[config.mk]
export PLATFORM = sky130hd
export DESIGN_NAME = adcs_seq
export DESIGN_NICKNAME = d
export VERILOG_FILES = /design/src/hdl/adcs_seq.v
export VERILOG_INCLUDE_DIRS = /design/src /design/src/hdl
export SDC_FILE = /design/constraint.sdc
export NUM_CORES = 1
export LEC_CHECK = 0
export ABC_AREA = 0
export ABC_CLOCK_PERIOD_IN_PS = 7100
export BUFFER_PORTS_ARGS = -buffer_cell sky130_fd_sc_hd__buf_2
export CAP_MARGIN = 10
export CORE_UTILIZATION = 56
export DETAILED_ROUTE_END_ITERATION = 10
export HOLD_SLACK_MARGIN = 0.02
export PLACE_DENSITY = 0.76
export SLEW_MARGIN = 20
export SYNTH_ARGS = -nofsm -noshare
export SYNTH_HDL_FRONTEND = slang
export SYNTH_SLANG_ARGS = --single-unit
[constraint.sdc]
create_clock -name clk_sys -period 7.1 [get_ports clk_sys]
set_clock_uncertainty 0.15 [all_clocks]
set_input_delay 0.71 -clock clk_sys [delete_from_list [all_inputs] [get_ports clk_sys]]
set_output_delay 0.71 -clock clk_sys [all_outputs]
set_load 0.02 [all_outputs]
[src/hdl/adcs_defs.vh]
// constants for the conversion sequencer: register offsets, field positions,
// reset values and timing counts. included by adcs_seq.v only.
`ifndef ADCS_DEFS_VH
`define ADCS_DEFS_VH

// ----------------------------------------------------------------
// register offsets (3-bit byte address)
// ----------------------------------------------------------------
`define ADCS_ADDR_CHAN_CTRL   3'h0
`define ADCS_ADDR_TIMING_FMT  3'h1
`define ADCS_ADDR_RESULT_HIGH 3'h2
`define ADCS_ADDR_RESULT_LOW  3'h3
`define ADCS_ADDR_PERIPH_FLAG 3'h4
`define ADCS_ADDR_PERIPH_EN   3'h5

// ----------------------------------------------------------------
// field positions
// ----------------------------------------------------------------
`define ADCS_BIT_ON       0
`define ADCS_BIT_GO       1
`define ADCS_CHS_LSB      2
`define ADCS_CHS_MSB      5
`define ADCS_CLK_LSB      0
`define ADCS_CLK_MSB      2
`define ADCS_ACQ_LSB      3
`define ADCS_ACQ_MSB      5
`define ADCS_BIT_JUSTIFY  7
`define ADCS_BIT_DONE     6
`define ADCS_BIT_IRQ_EN   6

// ----------------------------------------------------------------
// reset values
// ----------------------------------------------------------------
`define ADCS_RST_CHAN_CTRL  8'h00
`define ADCS_RST_TIMING_FMT 8'h00
`define ADCS_RST_RESULT     10'h000

// ----------------------------------------------------------------
// timing counts
// ----------------------------------------------------------------
`define ADCS_CONV_TADS      5'd11
`define ADCS_WAIT_TADS      5'd2
`define ADCS_INSTR_CLKS     4'd4
`define ADCS_RES_BITS       10

`endif

[src/hdl/adcs_seq.v]
// conversion sequencer for a 10-bit successive-approximation converter.
// assumes an analog core that samples while sample_connect is high and
// answers each trial code on dac_code with cmp_in; frc_clk is asynchronous.
//
// Function
// - done flag is set at every conversion end, regardless of interrupt enable
// - done flag stays set until software clears it
// - done flag with enable set during sleep raises wake request
// - 3-bit clock select picks system divider or internal rc clock
// - 10-bit result delivered left or right justified in two registers
// - justify bit one is right justified, zero is left justified
// - enable bit 0 set turns converter on; clear keeps it idle
// - start runs acquisition delay first unless acquisition field is zero
// - acquisition code 010 gives four conversion clock periods
// - acquisition codes decode to 0,2,4,6,8,12,16,20 periods
// - zero acquisition delays conversion by one instruction cycle
// - one full conversion takes eleven conversion clock periods
// - completion clears start bit, sets flag, writes result
// - software clearing start aborts; unconverted bits copy last converted bit
// - reset returns all registers to defaults and stops conversion
// - two periods wait after end before channel reconnects
// - rc clock adds one instruction cycle before converting
// - sleep with rc clock: off after end if no interrupt, else wake
// - sleep with other clock aborts and powers down, enable bit kept
// - special event trigger sets start bit and resets timer
// - 4-bit channel field at bits 5-2 selects the input
`timescale 1ns/1ps
`include "adcs_defs.vh"

module adcs_seq #(
  parameter INSTR_CLKS = 4
) (
  // clock and reset
  input  wire       clk_sys,
  input  wire       rst_n,
  // register port
  input  wire [2:0] reg_addr,
  input  wire [7:0] reg_wdata,
  input  wire       reg_wr,
  input  wire       reg_rd,
  output reg  [7:0] reg_rdata,
  // power state and trigger
  input  wire       sleep_mode,
  input  wire       special_event_trig,
  output reg        timer_reset,
  output reg        wake_req,
  // analog core
  input  wire       frc_clk,
  input  wire       cmp_in,
  output reg  [3:0] channel_select,
  output reg        sample_connect,
  output reg        converter_power,
  output reg        conv_active,
  output reg  [9:0] dac_code
);
  // ----------------------------------------------------------------
  // states and helpers
  // ----------------------------------------------------------------
  localparam S_IDLE = 3'd0;
  localparam S_DLY  = 3'd1;
  localparam S_ACQ  = 3'd2;
  localparam S_CONV = 3'd3;
  localparam S_WAIT = 3'd4;
  // system clocks per conversion clock period
  function [6:0] clk_div;
    input [2:0] sel;
    begin
      case (sel)
        3'b000:  clk_div = 7'd2;
        3'b100:  clk_div = 7'd4;
        3'b001:  clk_div = 7'd8;
        3'b101:  clk_div = 7'd16;
        3'b010:  clk_div = 7'd32;
        3'b110:  clk_div = 7'd64;
        default: clk_div = 7'd1;
      endcase
    end
  endfunction
  function [4:0] acq_tads;
    input [2:0] sel;
    begin
      case (sel)
        3'b000:  acq_tads = 5'd0;
        3'b001:  acq_tads = 5'd2;
        3'b010:  acq_tads = 5'd4;
        3'b011:  acq_tads = 5'd6;
        3'b100:  acq_tads = 5'd8;
        3'b101:  acq_tads = 5'd12;
        3'b110:  acq_tads = 5'd16;
        default: acq_tads = 5'd20;
      endcase
    end
  endfunction
  // bits below the converted ones take the last converted bit
  function [9:0] fill_partial;
    input [9:0] code;
    input [3:0] nbits;
    input       last;
    integer     i;
    begin
      fill_partial = code;
      for (i = 0; i < `ADCS_RES_BITS; i = i + 1) begin
        if (i < (`ADCS_RES_BITS - nbits))
          fill_partial[i] = last;
      end
    end
  endfunction
  // ----------------------------------------------------------------
  // registers and state
  // ----------------------------------------------------------------
  reg  [3:0] chs;
  reg        go;
  reg        conv_on;
  reg        justify_select;
  reg  [2:0] acq_sel;
  reg  [2:0] clk_sel;
  reg  [9:0] result;
  reg        conv_done_flag;
  reg        conv_irq_enable;
  reg  [2:0] state;
  reg  [2:0] next_state;
  reg  [6:0] presc;
  reg  [4:0] tad_cnt;
  reg  [3:0] dly_cnt;
  reg  [3:0] nbits;
  reg        last_bit;
  reg        sleep_off;
  reg        cmp_s1;
  reg        cmp_s2;
  reg        frc_s1;
  reg        frc_s2;
  reg        frc_s3;
  wire       frc_sel   = (clk_sel[1:0] == 2'b11);
  wire       frc_edge  = frc_s2 & ~frc_s3;
  wire [6:0] div       = clk_div(clk_sel);
  wire       tad_tick  = frc_sel ? frc_edge : (presc == div - 7'd1);
  wire [4:0] acq_n     = acq_tads(acq_sel);
  wire       wr_ctrl   = reg_wr & (reg_addr == `ADCS_ADDR_CHAN_CTRL);
  wire       wr_flag   = reg_wr & (reg_addr == `ADCS_ADDR_PERIPH_FLAG);
  wire       sw_go_clr = wr_ctrl & ~reg_wdata[`ADCS_BIT_GO];
  wire       sw_go_set = wr_ctrl & reg_wdata[`ADCS_BIT_GO];
  // non-rc clock in sleep kills the cycle
  wire       sleep_kill = sleep_mode & ~frc_sel & (state != S_IDLE);
  wire [3:0] bit_idx   = 4'd10 - tad_cnt[3:0];
  reg        conv_done;
  reg        conv_abort;
  reg  [9:0] sar_next;
  // ----------------------------------------------------------------
  // input synchronisers
  // ----------------------------------------------------------------
  always @(posedge clk_sys or negedge rst_n) begin
    if (!rst_n) begin
      cmp_s1 <= 1'b0;
      cmp_s2 <= 1'b0;
      frc_s1 <= 1'b0;
      frc_s2 <= 1'b0;
      frc_s3 <= 1'b0;
    end else begin
      cmp_s1 <= cmp_in;
      cmp_s2 <= cmp_s1;
      frc_s1 <= frc_clk;
      frc_s2 <= frc_s1;
      frc_s3 <= frc_s2;
    end
  end
  // ----------------------------------------------------------------
  // sequencer next state
  // ----------------------------------------------------------------
  always @* begin
    next_state = state;
    conv_done  = 1'b0;
    conv_abort = 1'b0;
    sar_next   = dac_code;
    if (state == S_CONV && tad_tick && tad_cnt != 5'd0) begin
      sar_next[bit_idx] = cmp_s2;
      if (bit_idx != 4'd0)
        sar_next[bit_idx - 4'd1] = 1'b1;
    end
    case (state)
      S_IDLE: begin
        if (go)
          next_state = S_DLY;
      end
      S_DLY: begin
        if (sw_go_clr)
          next_state = S_WAIT;
        // skip acquisition when field is zero
        else if (dly_cnt == 4'd0)
          next_state = (acq_n == 5'd0) ? S_CONV : S_ACQ;
      end
      S_ACQ: begin
        if (sw_go_clr)
          next_state = S_WAIT;
        else if (tad_tick && tad_cnt == acq_n - 5'd1)
          next_state = S_CONV;
      end
      S_CONV: begin
        if (sw_go_clr) begin
          next_state = S_WAIT;
          conv_abort = 1'b1;
        end else if (tad_tick && tad_cnt == `ADCS_CONV_TADS - 5'd1) begin
          next_state = S_WAIT;
          conv_done  = 1'b1;
        end
      end
      S_WAIT: begin
        if (tad_tick && tad_cnt == `ADCS_WAIT_TADS - 5'd1)
          next_state = S_IDLE;
      end
      default: next_state = S_IDLE;
    endcase
    if (!conv_on || sleep_kill) begin
      next_state = S_IDLE;
      conv_done  = 1'b0;
      conv_abort = 1'b0;
    end
  end
  // ----------------------------------------------------------------
  // sequencer and register state
  // ----------------------------------------------------------------
  // reset clears every register and stops the cycle
  always @(posedge clk_sys or negedge rst_n) begin
    if (!rst_n) begin
      state           <= S_IDLE;
      chs             <= 4'h0;
      go              <= 1'b0;
      conv_on         <= 1'b0;
      justify_select  <= 1'b0;
      acq_sel         <= 3'h0;
      clk_sel         <= 3'h0;
      result          <= `ADCS_RST_RESULT;
      conv_done_flag  <= 1'b0;
      conv_irq_enable <= 1'b0;
      presc           <= 7'h00;
      tad_cnt         <= 5'h00;
      dly_cnt         <= 4'h0;
      nbits           <= 4'h0;
      last_bit        <= 1'b0;
      sleep_off       <= 1'b0;
      dac_code        <= 10'h000;
    end else begin
      state <= next_state;
      // restart the divider on every state change so periods align
      if (next_state != state || tad_tick)
        presc <= 7'h00;
      else
        presc <= presc + 7'd1;
      if (next_state != state)
        tad_cnt <= 5'h00;
      else if (tad_tick)
        tad_cnt <= tad_cnt + 5'd1;
      // zero acquisition costs one instruction cycle
      if (state == S_IDLE)
        dly_cnt <= ((acq_sel == 3'h0) ? INSTR_CLKS[3:0] : 4'h0)
                 + (frc_sel ? INSTR_CLKS[3:0] : 4'h0);
      else if (dly_cnt != 4'h0)
        dly_cnt <= dly_cnt - 4'd1;
      // successive approximation trial register
      if (next_state == S_CONV && state != S_CONV) begin
        dac_code <= 10'h200;
        nbits    <= 4'h0;
        last_bit <= 1'b0;
      end else if (state == S_CONV && tad_tick && tad_cnt != 5'd0) begin
        dac_code <= sar_next;
        nbits    <= nbits + 4'd1;
        last_bit <= cmp_s2;
      end
      if (conv_done)
        result <= sar_next;
      else if (conv_abort)
        result <= fill_partial(dac_code, nbits, last_bit);
      // start bit: hardware clear on end, sleep kill or disable
      if (wr_ctrl) begin
        chs     <= reg_wdata[`ADCS_CHS_MSB:`ADCS_CHS_LSB];
        conv_on <= reg_wdata[`ADCS_BIT_ON];
      end
      if (sw_go_set || special_event_trig)
        go <= 1'b1;
      else if (sw_go_clr || conv_done || sleep_kill || !conv_on)
        go <= 1'b0;
      if (reg_wr && reg_addr == `ADCS_ADDR_TIMING_FMT) begin
        justify_select <= reg_wdata[`ADCS_BIT_JUSTIFY];
        acq_sel        <= reg_wdata[`ADCS_ACQ_MSB:`ADCS_ACQ_LSB];
        clk_sel        <= reg_wdata[`ADCS_CLK_MSB:`ADCS_CLK_LSB];
      end
      if (conv_done)
        conv_done_flag <= 1'b1;
      else if (wr_flag)
        conv_done_flag <= reg_wdata[`ADCS_BIT_DONE];
      if (reg_wr && reg_addr == `ADCS_ADDR_PERIPH_EN)
        conv_irq_enable <= reg_wdata[`ADCS_BIT_IRQ_EN];
      // rc conversion in sleep without interrupt powers down after
      if (!sleep_mode)
        sleep_off <= 1'b0;
      else if (conv_done && frc_sel && !conv_irq_enable)
        sleep_off <= 1'b1;
    end
  end
  // ----------------------------------------------------------------
  // outputs to the analog core and system
  // ----------------------------------------------------------------
  always @(posedge clk_sys or negedge rst_n) begin
    if (!rst_n) begin
      channel_select  <= 4'h0;
      sample_connect  <= 1'b0;
      converter_power <= 1'b0;
      conv_active     <= 1'b0;
      wake_req        <= 1'b0;
      timer_reset     <= 1'b0;
    end else begin
      // channel code passed straight to the input mux
      channel_select  <= chs;
      // power off in sleep on non-rc clock, enable bit untouched
      converter_power <= conv_on & ~(sleep_mode & ~frc_sel) & ~sleep_off;
      sample_connect  <= conv_on & ~(sleep_mode & ~frc_sel) & ~sleep_off
                       & (next_state == S_IDLE || next_state == S_DLY
                          || next_state == S_ACQ);
      conv_active     <= (next_state == S_CONV);
      // wake on flag with interrupt enabled in sleep
      wake_req        <= sleep_mode & conv_irq_enable
                       & (conv_done_flag | conv_done);
      timer_reset     <= special_event_trig;
    end
  end
  // ----------------------------------------------------------------
  // register read port, data one cycle after the strobe
  // ----------------------------------------------------------------
  // justification applied on read
  always @(posedge clk_sys or negedge rst_n) begin
    if (!rst_n) begin
      reg_rdata <= 8'h00;
    end else if (reg_rd) begin
      case (reg_addr)
        `ADCS_ADDR_CHAN_CTRL:   reg_rdata <= {2'b00, chs, go, conv_on};
        `ADCS_ADDR_TIMING_FMT:  reg_rdata <= {justify_select, 1'b0, acq_sel, clk_sel};
        `ADCS_ADDR_RESULT_HIGH: reg_rdata <= justify_select ? {6'h00, result[9:8]}
                                                           : result[9:2];
        `ADCS_ADDR_RESULT_LOW:  reg_rdata <= justify_select ? result[7:0]
                                                           : {result[1:0], 6'h00};
        `ADCS_ADDR_PERIPH_FLAG: reg_rdata <= {1'b0, conv_done_flag, 6'h00};
        `ADCS_ADDR_PERIPH_EN:   reg_rdata <= {1'b0, conv_irq_enable, 6'h00};
        default:                reg_rdata <= 8'h00;
      endcase
    end else begin
      reg_rdata <= 8'h00;
    end
  end
endmodule

# --- Yosys cells after proc, flatten, opt, wreduce, memory -nomap -nowiden ---
# Index checks and enable logic that the tools add are counted.
word_totals:
  register_bits: 82
  latchBits: 0
  ram_bits: 0
  mem_bits_ro: 0
  inputBits: 19
  mem_count: 0
classes:
  n_addsub: 10
  mul: 0
  div: 0
  order_cmp: 14
  n_eq_ne: 31
  shifts: 0
  n_mux: 63
  n_bitwise: 19
  reduce_logical: 39
op_table:
  columns: ["op", "n"]
  rows:
  - ["$lt 3x32->1 const A", 4]
  - ["$lt 1x32->1 const A", 2]
  - ["$lt 2x32->1 const A", 2]
  - ["$lt 4x32->1 const A", 2]
  - ["$mux 10", 6]
  - ["$pmux 8 s6", 1]
  - ["$pmux 7 s6", 1]
  - ["$pmux 5 s7", 1]
  - ["$mux 3", 11]
  - ["$mux 1", 29]
  - ["$eq 3x2->1 const B", 9]
  - ["$eq 3x3->1 const B", 9]
  - ["$mux 8", 3]
  - ["$mux 4", 4]
  - ["$eq 3x1->1 const B", 5]
  - ["$logic_not 3->1", 5]
  - ["$pmux 3 s5", 1]
  - ["$and 1x1->1", 12]
  - ["$logic_and 1x1->1", 12]
  - ["$reduce_bool 2->1", 6]
  - ["$bwmux 10", 1]
  - ["$lt 4x5->1 const B", 2]
  - ["$mux 5", 2]
  - ["$or 10x10->10", 1]
  - ["29 further kinds", 45]

# --- Logic depth before layout (Yosys ltp) ---
depth:
  depth_word: 15
  depth_mapped: 11
  depth_no_buf: 9

# --- Least setup slack after synthesis ---
# Ideal clock, no wire load.
synth_timing:
  path_kind: "register -> register"
  startpoint: "register clk_sel[0]"
  endpoint: "register result[8]"
  arrival_time_ns: 2.637
  t_required_ns: 6.821
  path_slack_ns: 4.183
  stages_incl_launch_ff: 10
  path_buffers: 1
  period_less_slack_ns: 2.917
  cell_sequence: "dfrtp_1 -> ha_1 -> nor3b_2 -> xnor2_1 -> mux2_4 -> or4b_4 -> buf_6 -> a2111o_1 -> o2111ai_1 -> nand3_1"
synth_between:
  elab_chain_len: 11
  elab_cells_between_ends: 26
  classes_between: "add/sub (1); eq/ne (7); mux (9); bitwise (3); reduce/logical (6)"
synth_lines:
  columns: ["element", "line_no", "source"]
  rows:
  - ["from (decl)", "adcs_seq.v:116", "reg [2:0] clk_sel;"]
  - ["from (signal assigned)", "adcs_seq.v:284", "clk_sel <= reg_wdata[`ADCS_CLK_MSB:`ADCS_CLK_LSB];"]
  - ["$eq 3x3->1 (tied with other cells)", "adcs_seq.v:68", "case (sel)"]
  - ["$pmux 7 s6", "adcs_seq.v:68", null]
  - ["$sub 7x1->7", "adcs_seq.v:136", "wire tad_tick = frc_sel ? frc_edge : (presc == div - 7'd1);"]
  - ["$eq 7x7->1", "adcs_seq.v:136", null]
  - ["$mux 1", "adcs_seq.v:136", null]
  - ["$logic_and 1x1->1", "adcs_seq.v:201", "end else if (tad_tick && tad_cnt == `ADCS_CONV_TADS - 5'd1) begin"]
  - ["$mux 1", "adcs_seq.v:201", null]
  - ["$mux 1", "adcs_seq.v:198", "if (sw_go_clr) begin"]
  - ["$mux 1", "adcs_seq.v:179", "case (state)"]
  - ["$mux 1", "adcs_seq.v:212", "if (!conv_on || sleep_kill) begin"]
  - ["$mux 10 or $reduce_bool 2->1 (tied branches)", null, null]
  - ["to (signal assigned)", "adcs_seq.v:231", "result <= `ADCS_RST_RESULT;"]
  - ["to (signal assigned)", "adcs_seq.v:269", "result <= sar_next;"]
  - ["to (signal assigned)", "adcs_seq.v:271", "result <= fill_partial(dac_code, nbits, last_bit);"]
  - ["to (decl)", "adcs_seq.v:117", "reg [9:0] result;"]
# Several ways; a longest one is shown, not always the timed one.
# A chain may end at the register's enable or synchronous reset.

# --- Worst setup path after layout ---
layout_timing:
  startpoint: "register clk_sel[0]"
  endpoint: "register nbits[1]"
layout_between:
  elab_chain_len: 13
  elab_cells_between_ends: 31
  classes_between: "add/sub (1); eq/ne (8); mux (10); bitwise (3); reduce/logical (9)"
layout_lines:
  columns: ["element", "line_no", "source"]
  rows:
  - ["$eq 3x3->1 (tied with other cells)", "adcs_seq.v:68", null]
  - ["$pmux 7 s6", "adcs_seq.v:68", null]
  - ["$sub 7x1->7", "adcs_seq.v:136", null]
  - ["$eq 7x7->1", "adcs_seq.v:136", null]
  - ["$mux 1", "adcs_seq.v:136", null]
  - ["$logic_and 1x1->1 (on tied branches)", "adcs_seq.v:201, adcs_seq.v:194", null]
  - ["$mux 3 (on tied branches)", "adcs_seq.v:201, adcs_seq.v:194", null]
  - ["$mux 3 (on tied branches)", "adcs_seq.v:198, adcs_seq.v:192", null]
  - ["$pmux 3 s5", "adcs_seq.v:179", null]
  - ["$mux 3", "adcs_seq.v:212", null]
  - ["$eq 3x2->1", "adcs_seq.v:259", "if (next_state == S_CONV && state != S_CONV) begin"]
  - ["$logic_and 1x1->1", "adcs_seq.v:259", null]
  - ["$mux 4 or $reduce_bool 2->1 (tied branches)", null, null]
  - ["to (signal assigned)", "adcs_seq.v:265", "nbits <= nbits + 4'd1;"]
  - ["to (decl)", "adcs_seq.v:125", "reg [3:0] nbits;"]
# Several ways; a longest one is shown, not always the timed one.

==> flow_summary_export.csv <==
group,metric,value,unit
min_path,min_to,"cmp_s2",
sta,fin_crit,3.45,ns
power_and_ir_drop,combPwrFrac,0.386,
place,hpwlAfterDp,9.27,mm
sta,worstMarginPinSlew,0.998,ns
clocking,cts.sinks,82,
routing,wl_per_cell,18.3,um
floorplanning,die_x,96.7,um
final_layout,final_cell_mix,"dfrtp_1, nand2_1, nor2_1",
clocking,tritoncts,"built",
critical_path,slowest_delay,0.82,ns
critical_path,crit_required,7.16,ns
outcome,status,"finished, final reports clean",
synth,synthTopCellsByArea,"dfrtp_1, ha_1, nand2_1",
synth,syn_avg_cell_area,9.17,um2
floorplanning,die_area,9340,um2
place,dp_slack,3.67,ns
power_and_ir_drop,switching_power,0.696,mW
floorplanning,die_h,96.7,um
floorplanning,core,8680,um2
clocking,cts_root_buf,"clkbuf_8",
critical_path,critPathKind,"register to register",
synth,netlist_area,5020,um2
power_and_ir_drop,seqPwrFrac,0.377,
place,port_buffers,45,
synth,synth_top_flop_cell,"dfrtp_1",
final_layout,drive_gt1_frac,0.149,
critical_path,r2r-end,"nbits[1]",
synth,syn_inst,547,
critical_path,crit_arrival,3.52,ns
final_layout,finalNetCount,617,
routing,drt_iter0_drc,372,
min_path,hold_start,"cmp_s1",
clocking,cts_made_buffers,9,
final_layout,antenna_cells,0,
sta,hold_violations,0,
critical_path,reg2reg_from,"clk_sel[0]",
floorplanning,ios,46,
min_path,min_path_type,"register to register",
sta,tns,0,ns
clocking,cts_resized,0,
routing,route.detailed.drc,0,
critical_path,cp_max_fo,15,
final_layout,fillers,712,
critical_path,slowest_stage,"nor3b_2",
floorplanning,fp-row-count,34,
critical_path,crit_chain,"ha_1, o311a_1, o21a_1, or2_2, a31oi_4, o21ai_1, nor3b_2, nor2_1",
power_and_ir_drop,p_sw_frac,0.396,
clocking,cts_hold_buf,0,
grt,grt_pass1_vias,4218,
power_and_ir_drop,power,1.76,mW
flow_run,max-cap-violations,0,
clocking,clkSlewWorstSetupHoldPaths,0.09,ns
synth,yosys_register_bits,82,
synth,seq_area_frac_synth,0.409,
place,gp_congestion,0.927,
min_path,hold_depth,0,
critical_path,endpoint_kind,"register",
grt,grt_overflow_total,0,
sta,slew_violations,0,
clocking,cts_max_level,3,
sta,setup_viol,0,
final_layout,fin_util,0.637,
synth,synth_top_area_frac,0.409,
sta,rsz0062_at_grt,"false",
power_and_ir_drop,power.share.clock,0.237,
clocking,post_cts_buffers,0,
clocking,ctsLongestPathBuffers,2,
power_and_ir_drop,p_int,1.06,mW
grt,antenna_found_initial,0,
synth,synth-edff-count,0,
routing,viasPerCell,6.33,
routing,wirelength,12.7,mm
sta,post-route-period-util,0.487,
power_and_ir_drop,leakage,2.46,nW
final_layout,area_delta_synth_final,10.2,%
routing,firstDrtPassIters,5,
critical_path,cp-start-kind,"register",
synth,synthArstFlopShare,1.00,
synth,synth_fp_nets,583,
grt,grt_start_max_net_pins,83,
synth,yosysTopAreaCell,"dfrtp_1",
clocking,clk_latency,0.36,ns
routing,ant_nets,0,
floorplanning,start_util,0.578,
synth,yosysWarnings,0,
sta,worst_slack,3.65,ns
sta,fmax,0.289,GHz
routing,vias,4388,
critical_path,reg2reg_setup_slack,3.65,ns
sta,max_slew_margin,0.329,
grt,grt_usage,0.286,
grt,grt_pass1_wl,21.6,mm
critical_path,r2r_cells,8,
power_and_ir_drop,ir_worst_vdd,0.122,mV
power_and_ir_drop,power_density,318,nW/um2
synth,synth.distinct_cells,73,
final_layout,final_common_cell,"dfrtp_1",
## power by group through the flow
stage	clock [mW]	combinational, mW	sequential (mW)
finish	0.416	0.679	0.662
floorplan	0	0.510	0.648
global placement	0	0.657	0.664
detailed placement	0	0.669	0.668
global route	0.441	0.756	0.675
CTS	0.419	0.674	0.659
## area by class of cell
class / instances / area, um2 / area share
timing repair buffer: 45 / 231 / 0.0418
multi-input combinational: 420 / 2790 / 0.504
clock inverter: 6 / 115 / 0.0208
clock buffer: 9 / 124 / 0.0224
inverter: 23 / 86.3 / 0.0156
tap: 108 / 135 / 0.0244
sequential: 82 / 2050 / 0.371
## per-stage QoR
stage	instance area [um2]	cells	hold slack [ns]
floorplan	5020	547	0.181
global placement	5290	678	0.183
detailed placement	5290	678	0.185
CTS	5530	693	0.205
global route	5530	693	0.226
finish	5530	693	0.205
## metal layers
metal,share of wire,track usage
met3,0.045,0.0484
met5,0,0
met1,0.48,0.412
met2,0.46,0.443
met4,0.019,0.0873
## state kept, by name (all words and copies together), names as in the netlist, 5 cells and up
register   cells
dac_code      10
presc          7
reg_rdata      8
result        10
tad_cnt        5
## kinds of logic after synthesis
logic type / after synthesis / synth area share
compound gates: 140 / 0.202
mux: 23 / 0.0499
simple gates: 217 / 0.221
fa+ha+maj: 17 / 0.0424
buf+inv: 45 / 0.0356
xor+xnor: 23 / 0.0401
flops: 82 / 0.409
## how the worst max path moves through the flow
stage	start	to	slack, ns	depth (start not counted)
global route	clk_sel[0]	nbits[1]	3.27	8
detailed placement	clk_sel[0]	nbits[3]	3.67	8
global placement	reg_addr[0]	tad_cnt[3]	3.74	8
floorplan	clk_sel[0]	result[8]	4.18	9
CTS	clk_sel[0]	nbits[1]	3.65	8
finish	clk_sel[0]	nbits[1]	3.65	8
## synth_stat cells (all sizes together) (4+ instances only)
cell type,n
dfrtp,82
nand2,56
nor2,54
a21oi,28
inv,23
o21ai,22
xnor2,20
clkbuf,18
nor3,18
ha,17
nand3,17
nor2b,15
mux2i,13
mux2,10
nand2b,9
o22ai,9
a221oi,8
a22oi,6
a2bb2oi,6
nor3b,6
o211ai,6
or3,6
a211oi,5
a22o,5
nor4,5
a211o,4
a31oi,4
and2,4
buf,4
nand4,4
o31ai,4
or2,4
## worst max-delay path, delay by kind of cell, from the launching register on
kind,cells,cell delay [ns]
compound gates,4,1.10
simple gates,3,1.28
flops,1,0.43
fa+ha+maj,1,0.34
No activity file was read; power rests on OpenSTA's default activity.
